## src/verilog/fsr_consts.svh

```systemverilog
// Constants for the fifth and sixth status registers of the serial flash.
// Assumes a 10 MHz core clock; included by bare name.
`ifndef FSR_CONSTS_SVH
`define FSR_CONSTS_SVH

// Fifth register fields
`define FSR_R5_LOCK         7
`define FSR_R5_DUMMY_HI     6
`define FSR_R5_DUMMY_LO     4
`define FSR_R5_ERASE_SUSP   3
`define FSR_R5_PROG_SUSP    2
`define FSR_R5_ABORT_EN     1
`define FSR_R5_ALIGN        0
`define FSR_DUMMY_RST       3'h0
// Sixth register fields
`define FSR_R6_RES_HI       7
`define FSR_R6_RES_LO       6
`define FSR_R6_THR_HI       5
`define FSR_R6_THR_LO       3
`define FSR_R6_LOAD_HI      2
`define FSR_R6_LOAD_LO      1
`define FSR_R6_TIME         0
`define FSR_THR_RST         3'h0
`define FSR_LOAD_RST        2'h0
// Lock command and its two key bytes
`define FSR_OP_LOCK         8'h6f
`define FSR_LOCK_KEY1       8'h4d
`define FSR_LOCK_KEY2       8'h67
// Dummy-count codes and clock counts
`define FSR_DCODE_2         3'h0
`define FSR_DCODE_4         3'h1
`define FSR_DCODE_6         3'h2
`define FSR_DCODE_8         3'h3
`define FSR_DCODE_10        3'h4
`define FSR_DCLK_2          4'h2
`define FSR_DCLK_4          4'h4
`define FSR_DCLK_6          4'h6
`define FSR_DCLK_8          4'h8
`define FSR_DCLK_10         4'ha
`define FSR_MODE_CLKS       4'h2
// Supply test result encodings
`define FSR_RES_IDLE        2'h0
`define FSR_RES_BUSY        2'h1
`define FSR_RES_ABOVE       2'h2
`define FSR_RES_BELOW       2'h3
// Threshold in millivolts: base plus step per code
`define FSR_THR_BASE_MV     12'h708
`define FSR_THR_STEP_MV     12'h0c8
// Load durations
`define FSR_CLK_HZ          10000000
`define FSR_LOAD_SHORT_US   100
`define FSR_LOAD_LONG_US    1000
// Cycles per microsecond first, so the product stays inside 32 bits
`define FSR_US_TO_CYC(us)   ((us) * (`FSR_CLK_HZ / 1000000))
`define FSR_CNT_W           14

`endif

```

## src/verilog/fsr_pkg.sv

```systemverilog
// Types for the status register bank.
// Shared by the bank and its supply test sequencer.
package fsr_pkg;
   // Lock key recogniser states
   typedef enum logic [1:0] {FSR_LK_IDLE, FSR_LK_CMD, FSR_LK_KEY1, FSR_LK_SKIP} fsr_lock_st_t;
   // Supply test sequencer states
   typedef enum logic [1:0] {FSR_ST_IDLE, FSR_ST_LOAD, FSR_ST_CMP} fsr_test_st_t;
endpackage : fsr_pkg

```

## src/verilog/fsr_dummy_map.sv

```systemverilog
// Maps the dummy-count code to a clock count.
// Purely combinational; the caller registers the result.
`timescale 1ns/10ps
`include "fsr_consts.svh"
module fsr_dummy_map
   import fsr_pkg::*;
(
   input  wire logic [2:0] code,
   output logic      [3:0] clocks,
   output logic            reserved
);
   // Code to count, mode-bit clocks already inside
   always_comb begin
      reserved = 1'b0;
      unique case (code)
         `FSR_DCODE_2:  clocks = `FSR_DCLK_2;
         `FSR_DCODE_4:  clocks = `FSR_DCLK_4;
         `FSR_DCODE_6:  clocks = `FSR_DCLK_6;
         `FSR_DCODE_8:  clocks = `FSR_DCLK_8;
         `FSR_DCODE_10: clocks = `FSR_DCLK_10;
         default: begin
            clocks   = `FSR_DCLK_2;
            reserved = 1'b1;
         end
      endcase
   end
endmodule : fsr_dummy_map

```

## src/verilog/fsr_supply_test.sv

```systemverilog
// Supply test sequencer: load, wait, compare, report.
// Comparator level is sampled only in the compare state.
`timescale 1ns/10ps
`include "fsr_consts.svh"
module fsr_supply_test
   import fsr_pkg::*;
#(
   parameter int LONG_CYC = `FSR_US_TO_CYC(`FSR_LOAD_LONG_US)
)(
   input  wire logic       clk,
   input  wire logic       sys_rst,
   input  wire logic       start,
   input  wire logic       abort,
   input  wire logic       long_sel,
   input  wire logic       below,
   output logic            load_on_r,
   output logic      [1:0] result_r
);
   localparam logic [`FSR_CNT_W-1:0] SHORT_N =
      `FSR_CNT_W'(`FSR_US_TO_CYC(`FSR_LOAD_SHORT_US));
   localparam logic [`FSR_CNT_W-1:0] LONG_N = `FSR_CNT_W'(LONG_CYC);

   fsr_test_st_t            st_r;
   logic [`FSR_CNT_W-1:0]   cnt_r;

   always_ff @(posedge clk or posedge sys_rst) begin
      if (sys_rst) begin
         st_r <= FSR_ST_IDLE;
      end else if (abort) begin
         st_r <= FSR_ST_IDLE;
      end else begin
         unique case (st_r)
            FSR_ST_IDLE: if (start) st_r <= FSR_ST_LOAD;
            FSR_ST_LOAD: if (cnt_r == `FSR_CNT_W'(1)) st_r <= FSR_ST_CMP;
            FSR_ST_CMP:  st_r <= FSR_ST_IDLE;
            // Unused code falls back to idle
            default:     st_r <= FSR_ST_IDLE;
         endcase
      end
   end

   always_ff @(posedge clk or posedge sys_rst) begin
      if (sys_rst) begin
         cnt_r <= '0;
      end else if (st_r == FSR_ST_IDLE && start) begin
         cnt_r <= long_sel ? LONG_N : SHORT_N;
      end else if (st_r == FSR_ST_LOAD) begin
         cnt_r <= cnt_r - `FSR_CNT_W'(1);
      end
   end

   // Load drive
   always_ff @(posedge clk or posedge sys_rst) begin
      if (sys_rst) begin
         load_on_r <= 1'b0;
      end else begin
         load_on_r <= !abort && ((st_r == FSR_ST_IDLE && start) ||
                      (st_r == FSR_ST_LOAD && cnt_r != `FSR_CNT_W'(1)));
      end
   end

   always_ff @(posedge clk or posedge sys_rst) begin
      if (sys_rst) begin
         result_r <= `FSR_RES_IDLE;
      end else if (abort) begin
         result_r <= `FSR_RES_IDLE;
      end else if (st_r == FSR_ST_IDLE && start) begin
         result_r <= `FSR_RES_BUSY;
      end else if (st_r == FSR_ST_CMP) begin
         result_r <= below ? `FSR_RES_BELOW : `FSR_RES_ABOVE;
      end
   end
endmodule : fsr_supply_test

```

## src/verilog/fsr_status_regs.sv

```systemverilog
// Fifth and sixth status registers of the serial flash.
// Assumes the command decoder hands in bytes and decoded strobes.
//
// Contract
// - lock sets after 6F, 4D, 67 only
// - lock is sticky, blocks writes, resets zero
// - dummy codes give 2, 4, 6, 8, 10 clocks
// - dummy count includes two mode-bit clocks
// - erase suspend sets read-only flag
// - program suspend sets read-only flag
// - abort commands ignored unless enabled
// - abort enable changes by write or power
// - aligned read forces low address bits zero
// - alignment bit affects only aligned read
// - battery status command reports test state
// - result codes idle, busy, above, below
// - threshold 1.8 V to 3.2 V, 0.2 V steps
// - below threshold loads result 11
// - load select 10 uA to 10 mA
// - load, wait, compare, then report
// - load held 100 us or 1 ms
`timescale 1ns/10ps
`include "fsr_consts.svh"
module fsr_status_regs
   import fsr_pkg::*;
#(
   parameter int LONG_CYC = `FSR_US_TO_CYC(`FSR_LOAD_LONG_US)
)(
   input  wire logic        clk,
   input  wire logic        sys_rst,
   input  wire logic        byte_valid,
   input  wire logic        byte_first,
   input  wire logic [7:0]  byte_data,
   input  wire logic        frame_end,
   input  wire logic        wr5_stb,
   input  wire logic        wr6_stb,
   input  wire logic [7:0]  wr_data,
   input  wire logic        erase_susp_set,
   input  wire logic        erase_susp_clr,
   input  wire logic        prog_susp_set,
   input  wire logic        prog_susp_clr,
   input  wire logic        abort_req,
   input  wire logic        xip_start,
   input  wire logic        xip_aligned_cmd,
   input  wire logic [23:0] xip_addr_in,
   input  wire logic        supply_test_cmd,
   input  wire logic        supply_below,
   output logic      [7:0]  rd5_data_r,
   output logic      [7:0]  rd6_data_r,
   output logic             status_lock_flag_r,
   output logic             abort_go_r,
   output logic      [23:0] xip_addr_r,
   output logic      [3:0]  xip_dummy_clks_r,
   output logic      [3:0]  xip_pad_clks_r,
   output logic      [2:0]  supply_load_sel_r,
   output logic             supply_load_on_r,
   output logic      [11:0] supply_thresh_mv_r
);
   fsr_lock_st_t lk_st_r;
   logic [2:0]   xip_dummy_count_r;
   logic         erase_paused_flag_r;
   logic         program_paused_flag_r;
   logic         abort_cmd_enable_r;
   logic         word_aligned_addr_r;
   logic [2:0]   thresh_sel_r;
   logic [1:0]   load_sel_r;
   logic         supply_load_time_r;
   logic [1:0]   supply_test_result;
   logic         load_on;
   logic [3:0]   dmy_clocks;
   logic         dmy_reserved;
   logic [3:0]   dmy_clocks_new;
   logic         dmy_reserved_new;
   logic         wr5_ok;
   logic         wr6_ok;
   logic         abort_take;

   assign wr5_ok     = wr5_stb && !status_lock_flag_r;
   assign wr6_ok     = wr6_stb && !status_lock_flag_r;
   assign abort_take = abort_req && abort_cmd_enable_r;

   always_ff @(posedge clk or posedge sys_rst) begin
      if (sys_rst) begin
         lk_st_r <= FSR_LK_IDLE;
      end else if (frame_end) begin
         lk_st_r <= FSR_LK_IDLE;
      end else if (byte_valid) begin
         if (byte_first) begin
            lk_st_r <= (byte_data == `FSR_OP_LOCK) ? FSR_LK_CMD : FSR_LK_SKIP;
         end else begin
            unique case (lk_st_r)
               FSR_LK_CMD:  lk_st_r <= (byte_data == `FSR_LOCK_KEY1) ? FSR_LK_KEY1 : FSR_LK_SKIP;
               FSR_LK_KEY1: lk_st_r <= FSR_LK_SKIP;
               FSR_LK_IDLE: lk_st_r <= FSR_LK_IDLE;
               FSR_LK_SKIP: lk_st_r <= FSR_LK_SKIP;
            endcase
         end
      end
   end

   // lock flag set on second key
   always_ff @(posedge clk or posedge sys_rst) begin
      if (sys_rst) begin
         status_lock_flag_r <= 1'b0;
      end else if (byte_valid && !byte_first && !frame_end && lk_st_r == FSR_LK_KEY1 &&
                   byte_data == `FSR_LOCK_KEY2) begin
         status_lock_flag_r <= 1'b1;
      end
   end

   fsr_dummy_map u_dmy_now (
      .code     (xip_dummy_count_r),
      .clocks   (dmy_clocks),
      .reserved (dmy_reserved)
   );
   fsr_dummy_map u_dmy_new (
      .code     (wr_data[`FSR_R5_DUMMY_HI:`FSR_R5_DUMMY_LO]),
      .clocks   (dmy_clocks_new),
      .reserved (dmy_reserved_new)
   );

   always_ff @(posedge clk or posedge sys_rst) begin
      if (sys_rst) begin
         xip_dummy_count_r <= `FSR_DUMMY_RST;
      end else if (wr5_ok && !dmy_reserved_new) begin
         xip_dummy_count_r <= wr_data[`FSR_R5_DUMMY_HI:`FSR_R5_DUMMY_LO];
      end
   end

   always_ff @(posedge clk or posedge sys_rst) begin
      if (sys_rst) begin
         abort_cmd_enable_r  <= 1'b0;
         word_aligned_addr_r <= 1'b0;
      end else if (wr5_ok) begin
         abort_cmd_enable_r  <= wr_data[`FSR_R5_ABORT_EN];
         word_aligned_addr_r <= wr_data[`FSR_R5_ALIGN];
      end
   end

   always_ff @(posedge clk or posedge sys_rst) begin
      if (sys_rst) begin
         erase_paused_flag_r <= 1'b0;
      end else if (erase_susp_set) begin
         erase_paused_flag_r <= 1'b1;
      end else if (erase_susp_clr) begin
         erase_paused_flag_r <= 1'b0;
      end
   end

   always_ff @(posedge clk or posedge sys_rst) begin
      if (sys_rst) begin
         program_paused_flag_r <= 1'b0;
      end else if (prog_susp_set) begin
         program_paused_flag_r <= 1'b1;
      end else if (prog_susp_clr) begin
         program_paused_flag_r <= 1'b0;
      end
   end

   always_ff @(posedge clk or posedge sys_rst) begin
      if (sys_rst) begin
         abort_go_r <= 1'b0;
      end else begin
         abort_go_r <= abort_take;
      end
   end

   always_ff @(posedge clk or posedge sys_rst) begin
      if (sys_rst) begin
         thresh_sel_r       <= `FSR_THR_RST;
         load_sel_r         <= `FSR_LOAD_RST;
         supply_load_time_r <= 1'b0;
      end else if (wr6_ok) begin
         thresh_sel_r       <= wr_data[`FSR_R6_THR_HI:`FSR_R6_THR_LO];
         load_sel_r         <= wr_data[`FSR_R6_LOAD_HI:`FSR_R6_LOAD_LO];
         supply_load_time_r <= wr_data[`FSR_R6_TIME];
      end
   end

   // command starts and reports the test
   fsr_supply_test #(
      .LONG_CYC (LONG_CYC)
   ) u_test (
      .clk       (clk),
      .sys_rst   (sys_rst),
      .start     (supply_test_cmd),
      .abort     (abort_take),
      .long_sel  (supply_load_time_r),
      .below     (supply_below),
      .load_on_r (load_on),
      .result_r  (supply_test_result)
   );

   always_ff @(posedge clk or posedge sys_rst) begin
      if (sys_rst) begin
         supply_load_on_r   <= 1'b0;
         supply_load_sel_r  <= 3'h0;
         supply_thresh_mv_r <= `FSR_THR_BASE_MV;
      end else begin
         supply_load_on_r   <= load_on;
         supply_load_sel_r  <= {1'b0, load_sel_r};
         supply_thresh_mv_r <= `FSR_THR_BASE_MV + 12'(thresh_sel_r * `FSR_THR_STEP_MV);
      end
   end

   always_ff @(posedge clk or posedge sys_rst) begin
      if (sys_rst) begin
         xip_addr_r <= 24'h0;
      end else if (xip_start) begin
         xip_addr_r <= (xip_aligned_cmd && word_aligned_addr_r) ?
                       {xip_addr_in[23:2], 2'h0} : xip_addr_in;
      end
   end

   always_ff @(posedge clk or posedge sys_rst) begin
      if (sys_rst) begin
         xip_dummy_clks_r <= `FSR_DCLK_2;
         xip_pad_clks_r   <= 4'h0;
      end else if (xip_start) begin
         xip_dummy_clks_r <= dmy_clocks;
         xip_pad_clks_r   <= dmy_clocks - `FSR_MODE_CLKS;
      end
   end

   // Read-back images
   always_ff @(posedge clk or posedge sys_rst) begin
      if (sys_rst) begin
         rd5_data_r <= 8'h0;
         rd6_data_r <= 8'h0;
      end else begin
         rd5_data_r <= {status_lock_flag_r, xip_dummy_count_r, erase_paused_flag_r,
                        program_paused_flag_r, abort_cmd_enable_r, word_aligned_addr_r};
         rd6_data_r <= {supply_test_result, thresh_sel_r, load_sel_r, supply_load_time_r};
      end
   end
endmodule : fsr_status_regs

```

## config.mk

```make
export PLATFORM = sky130hd
export DESIGN_NAME = fsr_status_regs
export DESIGN_NICKNAME = d
export VERILOG_FILES = /design/src/verilog/fsr_pkg.sv /design/src/verilog/fsr_dummy_map.sv /design/src/verilog/fsr_supply_test.sv /design/src/verilog/fsr_status_regs.sv
export VERILOG_INCLUDE_DIRS = /design/src /design/src/verilog
export SDC_FILE = /design/constraint.sdc
export NUM_CORES = 1
export LEC_CHECK = 0
export ABC_AREA = 1
export ABC_CLOCK_PERIOD_IN_PS = 3750
export BUFFER_PORTS_ARGS = -buffer_cell sky130_fd_sc_hd__buf_2
export CAP_MARGIN = 20
export CORE_MARGIN = 2
export CORE_UTILIZATION = 45
export CTS_BUF_LIST = sky130_fd_sc_hd__clkbuf_16
export DETAILED_ROUTE_END_ITERATION = 10
export GPL_ROUTABILITY_DRIVEN = 0
export PLACE_DENSITY = 0.72
export SKIP_CTS_REPAIR_TIMING = 1
export SYNTH_ARGS = -nofsm -noshare
export SYNTH_HDL_FRONTEND = slang
export SYNTH_SLANG_ARGS = --single-unit
```

## constraint.sdc

```tcl
create_clock -name clk -period 3.75 [get_ports clk]
set_input_delay 0.375 -clock clk [delete_from_list [all_inputs] [get_ports clk]]
set_output_delay 0.375 -clock clk [all_outputs]
set_load 0.03 [all_outputs]
```

Word level (Yosys, flattened, before mapping). Index checks and enable logic that the tools add are counted.

Memories: 0. RAM bits: 0. Logic and storage cells: 98. Bits in registers: 99. Input port bits: 56. Latch bits: 0. ROM bits: 0.

Multiplexer cells: 23. $mul: 1. Bitwise gates (word level): 0. $add $sub $neg: 3. Shift operators: 0. Reductions and logical operators: 28. Eq/ne operators: 20. $lt $le $gt $ge: 0. Divide/modulo/power cells: 0.

Operator list (count): 14-bit two-way mux (3); 8-bit by 7-bit equality test with 1-bit output, second input constant (3); 2-bit two-way mux (11); 4-bit case mux with 4 select lines (1); 14-bit by 1-bit equality test with 1-bit output, second input constant (1); 14-bit by 1-bit != test with 1-bit output, second input constant (1); 14-bit by 1-bit subtractor with 14-bit output, second input constant (1); 11-bit by 11-bit adder with 12-bit output, first input constant (1); 3-bit by 2-bit equality test with 1-bit output, second input constant (4); 1-bit logical AND (12); 3-bit by 5-bit multiplier with 8-bit output, second input constant (1); 2-bit nonzero test (4); 2-bit equality test, second input constant (3); 3-bit by 1-bit equality test with 1-bit output, second input constant (2); 3-bit equality test, second input constant (2); 1-bit two-way mux (6); 2-bit case mux with 3 select lines (1); 5-bit OR reduction (1); 2-bit by 1-bit equality test with 1-bit output, second input constant (2); 1-bit zero test (4); 2-bit zero test (2); 2-bit case mux with 2 select lines (1); 4-bit by 2-bit subtractor with 4-bit output, second input constant (1); 3-bit zero test (1); 6 further kinds (6).

Longest topological paths before layout.
Depth in word-level cells: 6. Depth in mapped cells: 9.

Hierarchy. Synthesis repeated with hierarchy kept, for this count alone.

Cell total of the unflattened synthesis: 453. Area total of the unflattened synthesis: 4131.5 um^2.

By module, submodules not included: fsr_status_regs (instances 1, cells an instance 279, area an instance 2839.0 um^2); fsr_supply_test (instances 1, cells an instance 150, area an instance 1187.4 um^2); fsr_dummy_map (instances 2, cells an instance 12, area an instance 52.6 um^2).

Least setup slack after synthesis. Ideal clock, no wire load.

Path type: register -> register. Start: register thresh_sel_r[1]. End: register supply_thresh_mv_r[10]. Cell stages (with the launch flop): 8. Path slack: 2222 ps. Arrival: 1445 ps. Setup time: 83 ps. Path through: dfrtp_1 > inv_1 > ha_1 > nor2_1 > ha_1 > inv_1 > nand3_1 > xor2_1.

Cells in the longest elaborated chain, start to end: 2.

RTL lines: from (decl) (line fsr_status_regs.sv:65) `logic [2:0] thresh_sel_r;`; from (signal assigned) (line fsr_status_regs.sv:170) `` thresh_sel_r <= `FSR_THR_RST; ``; from (signal assigned) (line fsr_status_regs.sv:174) `` thresh_sel_r <= wr_data[`FSR_R6_THR_HI:`FSR_R6_THR_LO]; ``; 3-bit by 5-bit multiplier with 8-bit output (no line); 11-bit by 11-bit adder with 12-bit output (no line); to (signal assigned) (line fsr_status_regs.sv:198) `` supply_thresh_mv_r <= `FSR_THR_BASE_MV; ``; to (signal assigned) (line fsr_status_regs.sv:202) `` supply_thresh_mv_r <= `FSR_THR_BASE_MV + 12'(thresh_sel_r * `FSR_THR_STEP_MV); ``; to (decl) (line fsr_status_regs.sv:57) `output logic [11:0] supply_thresh_mv_r`.

Every way passes these cells. A chain may end at the register's enable or synchronous reset.

Final worst setup path. Ends and elaborated chain as after synthesis.

==> metrics <==
Synth cell types=36; Ant. Diodes=0; Worst-Margin Slew=~750 ps; Tot GR Track Use=approximately 17%; kind of start point of the critical path=flip-flop; Total Power=roughly 2.7 mW; Syn Std Cell Area=a little under 4000 um^2; antenna-violating nets left=0; Fin. Hold Viols=0; Rows=33; clock-pin slew on the worst setup and hold paths=roughly 60 ps; CP max FO=6; TNS Setup=0 ps; share of post-route cells with drive strength above 1=28.1%; Finished Layout Cells=roughly 650; CTS max path bufs=2; Num Clock Sinks=92; total gr overflow=0; RR Startpoint=thresh_sel_r[1]$_DFFE_PP0P_; Period minus WS final=~1700 ps; critical path capture point=supply_thresh_mv_r[10]$_DFF_PP1_; Die Y=about 100 um; maximum vdd ir drop=between 0.0003 and 0.0004 V; worst clock skew=approximately 8.1 ps; fmax=between 0.5 and 0.6 GHz; DP Area=roughly 4600 um^2; outcome=complete, no violations; Root Driver=clkbuf_16; crit end category=flip-flop; Period Utilization, post-route=between 40% and 50%; Area growth syn-to-layout=23.4%; Critical path origin=thresh_sel_r[1]$_DFFE_PP0P_; vias in the first global route=between 3000 and 4000; Leak Pwr=~2.6 nW; register bit total from synthesis=a little over 90; die area=between 9000 and 10000 um^2; via count=~3100; CP Data Arrival Time=just under 2000 ps; CTS tree=built; Most used DFF post-synth=dfrtp_1; reg2reg end=supply_thresh_mv_r[10]$_DFF_PP1_; core area=approximately 8300 um^2; Final Setup Violations=0; number of vias per cell=approximately 4.8; Post-synth EDFFs=0; Nets=a little over 600; max-cap viol count=0; Final Cell Area=around 4800 um^2; CTS H-tree lvls=3; R2R Setup Slk=2080 ps; Yosys warning total=0; HP Class=in -> async; DRT Pass-1 Iters=5; critical path required time=around 4000 ps; total CTS buffers=9; Cells after Synth=~430; ys async rst share=100%; port buffer count=about 110; Slew headroom=49.8%; Iteration-0 DRC Markers=127; RSZ-0062 raised after global routing=no; Starting Density=between 40% and 50%; pins over their slew limit=0; DP HPWL=between 5000 and 6000 um; P per Cell Area=approximately 550 nW/um^2; worst r2r path cells=7; sequential area share after synthesis=between 50% and 60%; largest net degree at the start of global routing=47; Util after Layout=about 58%; placed cell count=~640; Top Ports=approximately 120; Syn Area/Cell=between 9 and 10 um^2; Post-Route WL=7820 um; clock latency on the worst-skew pair=330 ps; DRC viols=0; Crit Path Category=reg -> reg; chip width=97.2 um; antenna violations before repair=0; Avg WL per Cell=12.0 um; first-pass GRT wire length=roughly 13000 um
## where the power goes
group,switching (mW),leakage [nW],internal [mW]
combinational,0.443,1.38,0.206
sequential,0.0852,1.11,1.12
clock,0.375,0.136,0.447
total,0.904,2.62,1.77
## cells in the mapped netlist, drive strengths merged, types with 3 or more instances
library cell,count,area [um^2]
inv,47,176
nand3b,3,22.5
buf,12,80.1
xor2,8,70.1
a21oi,9,45.0
nor3,6,35.0
dfstp,5,131
nand3,17,85.1
o21ai,27,139
nand2,140,543
nor2,37,164
dfrtp,87,2180
clkbuf,3,11.3
ha,9,113
## sequential cells by signal, indices dropped and copies added (netlist names), 2 cells and up
| name | flops |
|---|---|
| lk_st_r | 2 |
| load_sel_r | 2 |
| rd5_data_r | 8 |
| rd6_data_r | 8 |
| supply_thresh_mv_r | 9 |
| thresh_sel_r | 3 |
| u_test.cnt_r | 14 |
| u_test.result_r | 2 |
| u_test.st_r | 2 |
| xip_addr_r | 24 |
| xip_dummy_clks_r | 3 |
| xip_dummy_count_r | 3 |
| xip_pad_clks_r | 3 |
## placed cells by master (no fill, tap or decap), types with 2 or more instances in the layout
cell type / instances
nor3_1: 5
nand4_1: 2
o21bai_1: 2
nand3_1: 17
buf_4: 2
nor2_1: 31
nor2_2: 4
inv_2: 4
nand2_1: 135
o21ai_1: 4
clkinv_4: 2
dfrtp_1: 87
conb_1: 6
inv_1: 44
o211ai_1: 2
nor2_4: 2
clkbuf_16: 9
a21oi_1: 9
dfstp_2: 5
nand2_2: 4
nand3b_1: 3
o21ai_0: 22
ha_1: 9
xor2_1: 8
buf_2: 114
## final cells by class
class / instances / area (um^2)
fill: 717 / 3480
sequential: 92 / 2310
multi-input combinational: 277 / 1350
timing repair buffer: 116 / 586
clock buffer: 9 / 225
inverter: 47 / 178
tap: 105 / 131
clock inverter: 7 / 45.0
## cell families (layout without fill, tap and decap cells)
| group | after synthesis | count (layout) | share of synthesized area (%) |
|---|---|---|---|
| AND/OR/NAND/NOR | 208 | 208 | 22.5 |
| flip-flops | 92 | 92 | 59.1 |
| buffers and inverters | 62 | 179 | 6.85 |
| AO/OA/AOI/OAI | 44 | 44 | 6.24 |
| adder cells (fa/ha/maj) | 9 | 9 | 2.88 |
| XOR/XNOR | 9 | 9 | 2.02 |
| other | 1 | 6 | 0.0960 |
| multiplexers | 1 | 1 | 0.288 |
## how the worst min path moves through the flow
| stage | cells after the start | endpoint | from |
|---|---|---|---|
| 2_1_floorplan | 0 | supply_load_on_r$_DFF_PP0_ | u_test.load_on_r$_DFF_PP0_ |
| 3_5_place_dp | 0 | supply_load_on_r$_DFF_PP0_ | u_test.load_on_r$_DFF_PP0_ |
| 5_1_grt | 2 | xip_addr_r[20]$_DFFE_PP0P_ | sys_rst |
| 3_3_place_gp | 0 | supply_load_on_r$_DFF_PP0_ | u_test.load_on_r$_DFF_PP0_ |
| 4_1_cts | 2 | xip_addr_r[18]$_DFFE_PP0P_ | sys_rst |
| 6_report | 2 | u_test.cnt_r[4]$_DFFE_PP0P_ | sys_rst |
## per-stage QoR
stage,hold slack (ps),setup WS (ps)
after floorplan,331,991
after global placement,333,2130
after detailed placement,337,2090
after CTS,178,2070
after global routing,219,1890
final,154,2080
## worst max-delay path, cell delays in order (launching register included)
cell and delay [ps]:
dfrtp_1 440, inv_1 90, ha_1 350, nor2_1 120
ha_1 230, inv_1 110, nand3_1 100, xor2_1 160
## layer usage
layer | vias to the layer above | wire length (um) | track usage, %
li1 | 1551 | - | -
met1 | 1458 | 3500 | 21.4
met2 | 105 | 3600 | 27.8
met3 | 10 | 623 | 5.32
met4 | 0 | 93 | 6.50
met5 | - | 0 | 0
No activity file was read; power rests on OpenSTA's default activity.
